==> config.mk <==
export PLATFORM = sky130hd
export DESIGN_NAME = tmpt_term_transition
export DESIGN_NICKNAME = d
export VERILOG_FILES = /design/src/tmpt_pkg.sv /design/src/tmpt_term_transition.sv
export SDC_FILE = /design/constraint.sdc
export NUM_CORES = 1
export LEC_CHECK = 0
export ABC_CLOCK_PERIOD_IN_PS = 8850
export BUFFER_PORTS_ARGS = -buffer_cell sky130_fd_sc_hd__buf_2
export CORE_MARGIN = 2
export CORE_UTILIZATION = 55
export CTS_BUF_LIST = sky130_fd_sc_hd__clkbuf_2
export DETAILED_ROUTE_END_ITERATION = 10
export PLACE_DENSITY = 0.72
export REMOVE_ABC_BUFFERS = 1
export SYNTH_ARGS = -nofsm -noshare
export SYNTH_HDL_FRONTEND = slang
export SYNTH_SLANG_ARGS = --single-unit
==> constraint.sdc <==
create_clock -name clk_sys -period 8.85 [get_ports clk_sys]
set_input_delay 0.885 -clock clk_sys [delete_from_list [all_inputs] [get_ports clk_sys]]
set_output_delay 0.885 -clock clk_sys [all_outputs]
set_load 0.03 [all_outputs]
==> src/tmpt_pkg.sv <==
/*
 * Shared constants, mode type and cycle rounding helpers for the
 * termination power-down transition block.
 * Assumes a single 200 MHz system clock; all times are in picoseconds.
 */
package tmpt_pkg;
	localparam int CLK_PERIOD_PS = 5000;
	// Asynchronous turn-on and turn-off bounds
	localparam int ASYNC_DELAY_MIN_PS = 2000;
	localparam int ASYNC_DELAY_MAX_PS = 8500;
	// Synchronous skew bounds beyond the latency
	localparam int ON_SKEW_MIN_PS = 0;
	localparam int ON_SKEW_MAX_PS = 2500;
	localparam int OFF_SKEW_MIN_PS = 1500;
	localparam int OFF_SKEW_MAX_PS = 3500;
	// Latency offsets from the total write latency
	localparam int SYNC_LAT_OFFSET = 2;
	localparam int LEAD_OFFSET = 1;
	// Mode register zero bit 12 value that selects DLL off in power-down
	localparam logic MODE_ZERO_DLL_OFF_VALUE = 1'b0;
	localparam int LAT_W = 5;
	localparam int CNT_W = 10;

	typedef enum logic [1:0] {TMPT_SYNC, TMPT_TRANS, TMPT_ASYNC} tmpt_mode_type;

	// Least time: round up, never below one cycle
	function automatic int cyclesUp(input int ps);
		int c;
		c = (ps + CLK_PERIOD_PS - 1) / CLK_PERIOD_PS;
		return (c < 1) ? 1 : c;
	endfunction

	// Longest time: round down, never below one cycle
	function automatic int cyclesDown(input int ps);
		int c;
		c = ps / CLK_PERIOD_PS;
		return (c < 1) ? 1 : c;
	endfunction

	localparam int ASYNC_MIN_CYC = cyclesUp(ASYNC_DELAY_MIN_PS);
	localparam int ASYNC_MAX_CYC = cyclesDown(ASYNC_DELAY_MAX_PS);
	// Skews may be zero, so no one-cycle floor here
	localparam int ON_SKEW_EARLY_CYC = (ON_SKEW_MIN_PS + CLK_PERIOD_PS - 1) / CLK_PERIOD_PS;
	localparam int ON_SKEW_LATE_CYC = ON_SKEW_MAX_PS / CLK_PERIOD_PS;
	localparam int OFF_SKEW_EARLY_CYC = (OFF_SKEW_MIN_PS + CLK_PERIOD_PS - 1) / CLK_PERIOD_PS;
	localparam int OFF_SKEW_LATE_CYC = OFF_SKEW_MAX_PS / CLK_PERIOD_PS;
endpackage

==> src/tmpt_term_transition.sv <==
/*
 * Termination timing around precharge power-down entry and exit.
 * Assumes clock-enable and termination control arrive as pins (synchronised
 * here), refresh pulses come from the command decoder on clk_sys, and the
 * latency fields are held stable by the mode register logic.
 */
`timescale 1ns/1ps
module tmpt_term_transition #(
	parameter int REFRESH_CYCLE_NS = 160,
	parameter int DLL_RELOCK_EXIT_NS = 24,
	parameter int MAX_LEAD = 32
) (
	// Clock and reset
	input wire logic clk_sys,
	input wire logic rst,
	// Pins from the controller
	input wire logic clockEnable,
	input wire logic terminationControlInput,
	// Command decode, same clock
	input wire logic refreshCmd,
	// Mode configuration
	input wire logic [tmpt_pkg::LAT_W-1:0] casWriteLatency,
	input wire logic [tmpt_pkg::LAT_W-1:0] additiveLatency,
	input wire logic modeRegZeroDllBit,
	// Termination state
	output logic terminationAny,
	output logic terminationFull,
	output logic transitionActive,
	output logic asyncMode
);
	import tmpt_pkg::*;

	localparam int REFRESH_CYC = cyclesUp(REFRESH_CYCLE_NS * 1000);
	localparam int RELOCK_CYC = cyclesUp(DLL_RELOCK_EXIT_NS * 1000);
	localparam int LEAD_W = $clog2(MAX_LEAD + 1);

	function automatic logic [CNT_W-1:0] minC(input logic [CNT_W-1:0] a, input logic [CNT_W-1:0] b);
		return (a < b) ? a : b;
	endfunction

	function automatic logic [CNT_W-1:0] maxC(input logic [CNT_W-1:0] a, input logic [CNT_W-1:0] b);
		return (a > b) ? a : b;
	endfunction

	// Bound for one mode: a transition takes the lesser start and the greater end
	function automatic logic [CNT_W-1:0] pickBound(input tmpt_mode_type m,
		input logic [CNT_W-1:0] syncV, input logic [CNT_W-1:0] asyncV, input logic latest);
		logic [CNT_W-1:0] r;
		unique case (m)
			TMPT_SYNC: r = syncV;
			TMPT_ASYNC: r = asyncV;
			TMPT_TRANS: r = latest ? maxC(syncV, asyncV) : minC(syncV, asyncV);
			default: r = syncV;
		endcase
		return r;
	endfunction

	logic [1:0] ckeSync;
	logic [1:0] termSync;
	logic ckePrev;
	logic [MAX_LEAD:0] ckeHist;
	logic [MAX_LEAD:0] termHist;
	logic termPrev;
	logic pendLevel;
	logic [CNT_W-1:0] refreshLeft;
	logic [CNT_W-1:0] windowLeft;
	logic [CNT_W-1:0] earlyCnt;
	logic [CNT_W-1:0] lateCnt;

	wire logic [LAT_W:0] writeLatencyTotal = {1'b0, casWriteLatency} + {1'b0, additiveLatency};
	wire logic [CNT_W-1:0] writeLatCnt = CNT_W'(writeLatencyTotal);
	// Both synchronous latencies sit two clocks under the write latency
	wire logic [CNT_W-1:0] syncLatency = writeLatCnt - CNT_W'(SYNC_LAT_OFFSET);
	// Lead time: write latency less one, one past either sync latency
	wire logic [CNT_W-1:0] leadTime = writeLatCnt - CNT_W'(LEAD_OFFSET);
	// Lead beyond the history depth is clipped; keep MAX_LEAD above the largest WL
	wire logic [CNT_W-1:0] leadClip = minC(leadTime, CNT_W'(MAX_LEAD));
	wire logic [LEAD_W-1:0] leadIdx = LEAD_W'(leadClip);
	wire logic dllOffSelected = (modeRegZeroDllBit == MODE_ZERO_DLL_OFF_VALUE);

	wire logic ckeNow = ckeSync[1];
	wire logic ckeFall = ckePrev & ~ckeNow;
	wire logic ckeRise = ~ckePrev & ckeNow;

	// Entry period: lead time, or the refresh remainder if that is longer
	wire logic [CNT_W-1:0] entryLen = maxC(leadTime, refreshLeft);
	wire logic [CNT_W-1:0] exitLen = leadTime + CNT_W'(RELOCK_CYC);

	// The window is counted from the sampling edge while clock-enable is applied lead cycles late,
	// so it opens one lead time before that edge in the delayed frame.
	logic [CNT_W-1:0] next_windowLeft;
	always_comb begin
		next_windowLeft = (windowLeft != '0) ? windowLeft - 1'b1 : '0;
		if (!dllOffSelected) begin
			next_windowLeft = '0;
		end else if (ckeRise) begin
			// Exit replaces any entry remainder: ends at the exit end
			next_windowLeft = exitLen;
		end else if (ckeFall) begin
			// A still-running exit period is kept if it ends after the entry end
			next_windowLeft = maxC(next_windowLeft, entryLen);
		end
	end

	wire logic ckeDly = ckeHist[leadIdx];
	wire logic termDly = termHist[leadIdx];
	wire logic termEdge = termDly != termPrev;

	wire tmpt_mode_type mode = (windowLeft != '0) ? TMPT_TRANS :
		(dllOffSelected && !ckeDly) ? TMPT_ASYNC : TMPT_SYNC;

	wire logic [CNT_W-1:0] syncEarly = maxC(CNT_W'(1), syncLatency +
		(termDly ? CNT_W'(ON_SKEW_EARLY_CYC) : CNT_W'(OFF_SKEW_EARLY_CYC)));
	wire logic [CNT_W-1:0] syncLate = maxC(CNT_W'(1), syncLatency +
		(termDly ? CNT_W'(ON_SKEW_LATE_CYC) : CNT_W'(OFF_SKEW_LATE_CYC)));

	// Transition takes the lesser earliest and the greater latest bound
	wire logic [CNT_W-1:0] lateDelay = pickBound(mode, syncLate,
		CNT_W'(ASYNC_MAX_CYC), 1'b1);
	wire logic [CNT_W-1:0] earlyPick = pickBound(mode, syncEarly,
		CNT_W'(ASYNC_MIN_CYC), 1'b0);
	// Whole-cycle rounding can put the off start after its end; keep them in order
	wire logic [CNT_W-1:0] earlyDelay = minC(earlyPick, lateDelay);

	wire logic earlyFire = (earlyCnt == CNT_W'(1));
	wire logic lateFire = (lateCnt == CNT_W'(1));

	// First stage feeds only the second
	always_ff @(posedge clk_sys) begin
		if (rst) begin
			// Idle level, so a release with clock-enable high shows no edge
			ckeSync <= '1;
			termSync <= '0;
		end else begin
			ckeSync <= {ckeSync[0], clockEnable};
			termSync <= {termSync[0], terminationControlInput};
		end
	end

	always_ff @(posedge clk_sys) begin
		if (rst) begin
			ckePrev <= 1'b1;
			ckeHist <= '1;
			termHist <= '0;
			termPrev <= 1'b0;
		end else begin
			ckePrev <= ckeNow;
			ckeHist <= {ckeHist[MAX_LEAD-1:0], ckeNow};
			termHist <= {termHist[MAX_LEAD-1:0], termSync[1]};
			termPrev <= termDly;
		end
	end

	always_ff @(posedge clk_sys) begin
		if (rst) begin
			refreshLeft <= '0;
			windowLeft <= '0;
		end else begin
			refreshLeft <= refreshCmd ? CNT_W'(REFRESH_CYC) :
				(refreshLeft != '0) ? refreshLeft - 1'b1 : '0;
			windowLeft <= next_windowLeft;
		end
	end

	// Rising: leaves high-Z early, fully on late; falling: starts off early, high-Z late
	always_ff @(posedge clk_sys) begin
		if (rst) begin
			earlyCnt <= '0;
			lateCnt <= '0;
			pendLevel <= 1'b0;
		end else if (termEdge) begin
			earlyCnt <= earlyDelay;
			lateCnt <= lateDelay;
			pendLevel <= termDly;
		end else begin
			earlyCnt <= (earlyCnt != '0) ? earlyCnt - 1'b1 : '0;
			lateCnt <= (lateCnt != '0) ? lateCnt - 1'b1 : '0;
		end
	end

	always_ff @(posedge clk_sys) begin
		if (rst) begin
			terminationAny <= 1'b0;
			terminationFull <= 1'b0;
		end else begin
			if (earlyFire && pendLevel) begin
				terminationAny <= 1'b1;
			end else if (lateFire && !pendLevel) begin
				terminationAny <= 1'b0;
			end
			if (lateFire && pendLevel) begin
				terminationFull <= 1'b1;
			end else if (earlyFire && !pendLevel) begin
				terminationFull <= 1'b0;
			end
		end
	end

	// Uncertainty and async-mode flags for the controller's scheduling
	always_ff @(posedge clk_sys) begin
		if (rst) begin
			transitionActive <= 1'b0;
			asyncMode <= 1'b0;
		end else begin
			transitionActive <= (mode == TMPT_TRANS);
			asyncMode <= (mode == TMPT_ASYNC);
		end
	end
endmodule

After elaboration in Yosys (flattened, before gate mapping)
Cells that the tools add are included.
{ "totals": {"inputBits": 16, "output_inout_bits": 4, "register_bits": 117, "word_cells": 90} }
{ "classes": {"magnitude_cmp": 9, "add_sub_neg": 9, "muxes": 30, "n_eq_ne": 5, "n_reduce_logical": 15, "bitwise": 6} }
{ "op_table": {"columns": ["cell", "n"], "rows": [
  ["10-bit two-way mux", 14],
  ["10-bit case mux with 2 select lines", 2],
  ["10-bit nonzero test", 4],
  ["10-bit by 1-bit subtractor with 10-bit output, second input constant", 4],
  ["10-bit by 1-bit == test with 1-bit output, second input constant", 2],
  ["1-bit by 10-bit greater-than comparator with 1-bit output, first input constant", 2],
  ["10-bit greater-than comparator", 2],
  ["6-bit two-way mux", 3],
  ["1-bit binary-select mux with 6-bit select", 2],
  ["10-bit by 1-bit greater-than comparator with 1-bit output, second input constant", 1],
  ["10-bit by 1-bit less-than comparator with 1-bit output, second input constant", 1],
  ["10-bit less-than comparator", 1],
  ["10-bit by 6-bit less-than comparator with 1-bit output, second input constant", 1],
  ["7-bit by 2-bit adder with 8-bit output", 1],
  ["7-bit by 4-bit adder with 8-bit output, second input constant", 1],
  ["6-bit by 7-bit less-than comparator with 1-bit output, second input constant", 1],
  ["1-bit two-way mux", 7],
  ["6-bit by 1-bit subtractor with 7-bit output, second input constant", 1],
  ["6-bit by 2-bit subtractor with 7-bit output, second input constant", 1],
  ["5-bit by 5-bit adder with 6-bit output", 1],
  ["1-bit logical AND", 5],
  ["2-bit two-way mux", 2],
  ["1-bit inverter", 4],
  ["2-bit nonzero test", 2],
  ["7 further kinds", 9]
]} }

Longest topological paths before layout
{ "depth": {"word_depth": 16, "mapped_depth": 35, "mapped_depth_nobuf": 33} }

Worst setup path after synthesis
OpenSTA, ideal clock, no wires.
{ "synth_path": {"kind": "input-to-reg", "startpoint": "input casWriteLatency[0] in the netlist's numbering", "endpoint": "register earlyCnt[8]", "path_slack_ns": 1.539, "arrival_time_ns": 7.240, "setup_ns": 0.071, "stages": 35, "path_cell_list": "ha_1 -> inv_1 -> fa_1 -> xnor2_2 -> inv_1 -> ha_1 -> buf_2 -> a21bo_2 -> nor2_1 -> a32oi_1 -> o2111ai_1 -> nor2_1 -> inv_1 -> o41ai_1 -> o211a_1 -> nor3_1 -> or3_1 -> ha_1 -> ha_1 -> nand2_1 -> nor3_1 -> nand3b_1 -> o211ai_1 -> and3_1 -> ha_1 -> a21o_1 -> a21oi_1 -> o21a_1 -> or4_1 -> o21ba_1 -> clkbuf_1 -> o21ai_0 -> a21oi_1 -> or3_4 -> a21oi_1"} }
{ "synth_via": {"elab_chain_len": 16, "elab_cells_between_ends": 31} }
{ "synth_rtl": {"columns": ["element", "line_no", "text"], "rows": [
  ["from (decl)", "tmpt_term_transition.sv:22", "input wire logic [tmpt_pkg::LAT_W-1:0] casWriteLatency,"],
  ["5-bit by 5-bit adder with 6-bit output (*)", "tmpt_term_transition.sv:70", "wire logic [LAT_W:0] writeLatencyTotal = {1'b0, casWriteLatency} + {1'b0, additiveLatency};"],
  ["6-bit by 1-bit subtractor with 7-bit output", "tmpt_term_transition.sv:75", "wire logic [CNT_W-1:0] leadTime = writeLatCnt - CNT_W'(LEAD_OFFSET);"],
  ["10-bit by 6-bit less-than comparator with 1-bit output", "tmpt_term_transition.sv:38", "return (a < b) ? a : b;"],
  ["6-bit two-way mux", "tmpt_term_transition.sv:38", null],
  ["1-bit binary-select mux with 6-bit select", "tmpt_term_transition.sv:106", "wire logic termDly = termHist[leadIdx];"],
  ["1-bit two-way mux (implied by the code)", "tmpt_term_transition.sv:106", null],
  ["1-bit two-way mux", "tmpt_term_transition.sv:113", "(termDly ? CNT_W'(ON_SKEW_EARLY_CYC) : CNT_W'(OFF_SKEW_EARLY_CYC)));"],
  ["7-bit by 2-bit adder with 8-bit output", "tmpt_term_transition.sv:112", "wire logic [CNT_W-1:0] syncEarly = maxC(CNT_W'(1), syncLatency +"],
  ["1-bit by 10-bit greater-than comparator with 1-bit output", "tmpt_term_transition.sv:42", "return (a > b) ? a : b;"],
  ["10-bit two-way mux", "tmpt_term_transition.sv:42", null],
  ["10-bit by 1-bit less-than comparator with 1-bit output", "tmpt_term_transition.sv:38", null],
  ["10-bit two-way mux", "tmpt_term_transition.sv:38", null],
  ["10-bit case mux with 2 select lines", "tmpt_term_transition.sv:49", "unique case (m)"],
  ["10-bit less-than comparator", "tmpt_term_transition.sv:38", null],
  ["10-bit two-way mux", "tmpt_term_transition.sv:38", null],
  ["10-bit two-way mux (*)", "tmpt_term_transition.sv:171", "end else if (termEdge) begin"],
  ["to (signal assigned)", "tmpt_term_transition.sv:172", "earlyCnt <= earlyDelay;"],
  ["to (signal assigned)", "tmpt_term_transition.sv:176", "earlyCnt <= (earlyCnt != '0) ? earlyCnt - 1'b1 : '0;"],
  ["to (decl)", "tmpt_term_transition.sv:67", "logic [CNT_W-1:0] earlyCnt;"]
]} }
Mark *: on every way between the ends. The rest lies on a longest branch, timed or not. The select of a mux whose other input is x is not followed.
A chain may end at the register's enable or synchronous reset.

Worst setup path in the final report
{ "layout_path": {"startpoint": "input casWriteLatency[0] in the netlist's numbering", "endpoint": "register earlyCnt[2]"} }
The elaborated chain is that of the path after synthesis.

==> impl_metrics.ini <==
[sta]
worst_slew_pin_slew_ns = 1.16
tns_ns = 0
rsz0062_at_grt = false
fmax_mhz = 131
hold_viol = 0
relSlewSlack_pct = 22.9
slew_viol_final = 0
setup_slack_ns = 1.23
finalCritPeriodShare_pct = 86.1
finalClockSkew_ns = 0.0253
setup_viol = 0
fin_crit_ns = 7.62

[placed_design]
post-place-ws_ns = 0.637
dpl.hpwl_um = 12300
finalWeightedCongestion = 0.929
dpl-instance-area_sq_um = 7210
numPortBuffers = 19

[clocking]
post_cts_buffers = 0
cts_tree = yes
cts_buffers = 17
cts_sinks = 116
path_clk_slew_ns = 0.19
holdBufCountCts = 0
cts_resized = 0
clockRootBuffer = clkbuf_2
htree_levels = 4
insertion_delay_ns = 0.69
clockBufferDepth = 2

[logic_synthesis]
ys_seq_area_share_pct = 33.1
syn_area_sq_um = 7020
yosys_register_bits = 116
synth_cell_types = 82
syn_avg_cell_area_sq_um = 8.47
ys.flop_type = dfxtp_1
synthCells = 829
yosysWarnings = 0
ys_async_sr_fraction_pct = 0
synth-edff-count = 0

[critical_path]
reg2reg_to = earlyCnt[2]$_SDFF_PP0_
slowest_stage = o41ai_1
slowest_delay_ns = 0.50
crit_required_ns = 9.41
crit_top_cell = ha_1
crit_type = primary input to flip-flop
worstReg2RegStart = termHist[6]$_SDFF_PP0_
rrSetupSlack_ns = 3.66
r2r_cells = 22
endpoint_kind = flip-flop
worst_setup_path_start_kind = primary input
cp_max_fo = 9
worstPathArrival_ns = 8.18

[die]
die_area_sq_um = 13700
initial_core_util_pct = 56.1
row_count = 41
die_w_um = 117
core_area_sq_um = 12500
pin_count = 20
die_y_um = 117

[run_status]
status = finished, final reports clean

[job]
cap_violations = 0

[global_route]
antenna_found_initial = 0
grt_pass1_wl_um = 28400
grt_max_degree = 93
grt_pass1_vias = 5719
grt_overflow = 0
grt_usage_pct = 26.4

[hold_path]
hold_path.class = primary input to flip-flop
whs_path_depth = 2
min_from = clockEnable
min_to = ckeSync[0]$_SDFF_PP1_

[detailed_routing]
drtIter0Drc = 552
antenna_left = 0
top_layer_used = met4
wl_met1_um = 8330
vias_per_cell = 5.99
wirelength_um = 17100
wire_per_inst_um = 16.8
route.met2.wl_um = 7610
dr.pass1.iters = 5
vias = 6121
wl_met3_um = 940
drc = 0

[layout]
final_nets = 900
syn2layout_area_growth_pct = 5.88
fill_cells = 1163
design_area_sq_um = 7430
drive_gt1_share_pct = 14.9
n_antenna_cell = 0

[pwr]
power_leakage_nw = 2.96
power-per-cell-area_nw_per_um2 = 334
ir_drop_v = 0.000151
[synthesized netlist by cell type, types with 3 or more instances]
| cell type | count | area (sq um) |
|---|---|---|
| a211o_1 | 5 | 43.8 |
| a211oi_1 | 10 | 75.1 |
| a21o_1 | 15 | 113 |
| a21oi_1 | 47 | 235 |
| a221oi_1 | 7 | 61.3 |
| a22o_1 | 4 | 35.0 |
| a31oi_1 | 10 | 62.6 |
| a32oi_1 | 4 | 35.0 |
| and2_1 | 4 | 25.0 |
| and3_1 | 3 | 18.8 |
| buf_2 | 10 | 50.1 |
| buf_6 | 3 | 33.8 |
| clkbuf_1 | 23 | 86.3 |
| dfxtp_1 | 116 | 2320 |
| ha_1 | 46 | 576 |
| inv_1 | 38 | 143 |
| inv_2 | 3 | 11.3 |
| mux2i_1 | 14 | 140 |
| mux4_2 | 4 | 90.1 |
| nand2_1 | 54 | 203 |
| nand2b_1 | 3 | 18.8 |
| nand3_1 | 34 | 170 |
| nand3b_1 | 4 | 30.0 |
| nand4_1 | 10 | 62.6 |
| nor2_1 | 75 | 282 |
| nor2b_1 | 39 | 244 |
| nor3_1 | 21 | 105 |
| nor3b_1 | 7 | 52.6 |
| nor4_1 | 13 | 81.3 |
| o2111ai_1 | 3 | 26.3 |
| o211ai_1 | 7 | 52.6 |
| o21a_1 | 7 | 52.6 |
| o21ai_0 | 29 | 145 |
| o21bai_1 | 3 | 22.5 |
| o221ai_1 | 3 | 26.3 |
| o22ai_1 | 3 | 18.8 |
| o31ai_1 | 7 | 52.6 |
| or2_1 | 4 | 25.0 |
| or2_2 | 38 | 238 |
| or3_1 | 6 | 37.5 |
| or4_1 | 6 | 45.0 |
| xnor2_1 | 25 | 219 |
| xor2_1 | 9 | 78.8 |
[sequential cells by signal, summed over array words and instances, names as in the netlist]
register / cells
termHist: 33
ckeHist: 33
termPrev: 1
refreshLeft: 10
terminationAny: 1
lateCnt: 10
transitionActive: 1
asyncMode: 1
terminationFull: 1
ckeSync: 2
earlyCnt: 10
windowLeft: 10
termSync: 2
pendLevel: 1
[worst max-delay path by stage]
| stage | start | to |
|---|---|---|
| 6_report | casWriteLatency[0] | earlyCnt[2]$_SDFF_PP0_ |
| 3_3_place_gp | casWriteLatency[0] | earlyCnt[2]$_SDFF_PP0_ |
| 5_1_grt | casWriteLatency[0] | earlyCnt[2]$_SDFF_PP0_ |
| 2_1_floorplan | casWriteLatency[0] | earlyCnt[7]$_SDFF_PP0_ |
| 3_5_place_dp | casWriteLatency[0] | earlyCnt[2]$_SDFF_PP0_ |
| 4_1_cts | casWriteLatency[0] | earlyCnt[2]$_SDFF_PP0_ |
[stage by stage]
| stage | cells | hold slack (ns) | power, mW | util, % |
|---|---|---|---|---|
| 5_1_grt | 1022 | 0.318 | 2.71 | 59.4 |
| 2_1_floorplan | 790 | 0.389 | 1.80 | - |
| 3_3_place_gp | 990 | 0.393 | 2.10 | 57.6 |
| 4_1_cts | 1022 | 0.313 | 2.47 | 59.4 |
| 6_report | 1022 | 0.377 | 2.48 | 59.4 |
| 3_5_place_dp | 990 | 0.393 | 2.13 | 57.6 |
[routing by layer]
| metal | vias up | track usage [%] |
|---|---|---|
| met5 | - | 0 |
| met4 | 0 | 8.47 |
| met3 | 26 | 4.69 |
| met2 | 195 | 40.5 |
| met1 | 2897 | 37.9 |
| li1 | 3003 | - |
[layout make-up]
class	instances	area [sq um]	area share (%)
clock buffer	18	90.1	1.21
clock inverter	14	130	1.75
multi-input combinational	632	4360	58.6
sequential	116	2320	31.2
tap	172	215	2.90
timing repair buffer	28	163	2.19
inverter	42	158	2.12
[kinds of logic (layout without fill, tap and decap cells)]
family	count (synthesis)	in the layout	share of synthesized area (%)
AO/OA/AOI/OAI	197	197	19.7
flip-flops	116	116	33.1
XOR/XNOR	39	39	5.74
adder cells (fa/ha/maj)	47	47	8.48
multiplexers	20	20	3.60
buffers and inverters	81	102	4.88
AND/OR/NAND/NOR	329	329	24.5
[cells in the final DEF (no fill, tap or decap), types with 5 or more instances in the layout]
cell type / synthesis / routed
ha_1: 46 / 46
or4_1: 6 / 6
o21ai_0: 29 / 29
buf_2: 10 / 19
nor4_1: 13 / 13
nor3b_1: 7 / 7
clkinv_4: 0 / 5
clkbuf_2: 0 / 18
o31ai_1: 7 / 7
or2_2: 38 / 38
dfxtp_1: 116 / 116
nor2_1: 75 / 75
xor2_1: 9 / 9
mux2i_1: 14 / 14
buf_4: 1 / 9
a31oi_1: 10 / 10
nand4_1: 10 / 10
nor2b_1: 39 / 39
nand2_1: 54 / 54
a221oi_1: 7 / 7
o21a_1: 7 / 7
nor3_1: 21 / 21
inv_1: 38 / 38
a211o_1: 5 / 5
xnor2_1: 25 / 25
a21o_1: 15 / 15
a21oi_1: 47 / 47
nand3_1: 34 / 34
or3_1: 6 / 6
a211oi_1: 10 / 10
o211ai_1: 7 / 7
[power by group]
part | switching (mW) | internal [mW] | total (mW) | leakage, nW
clock network | 0.221 | 0.105 | 0.326 | 0.135
registers | 0.0669 | 0.595 | 0.662 | 0.944
logic | 0.883 | 0.613 | 1.50 | 1.88
[worst max-delay path: cells and delay by family]
family	cells	cell delay (ns)
fa+ha+maj	6	1.73
compound gates	14	3.27
xor+xnor	1	0.16
simple gates	9	1.54
buf+inv	5	0.58
Power figures use the tool's default switching activity.
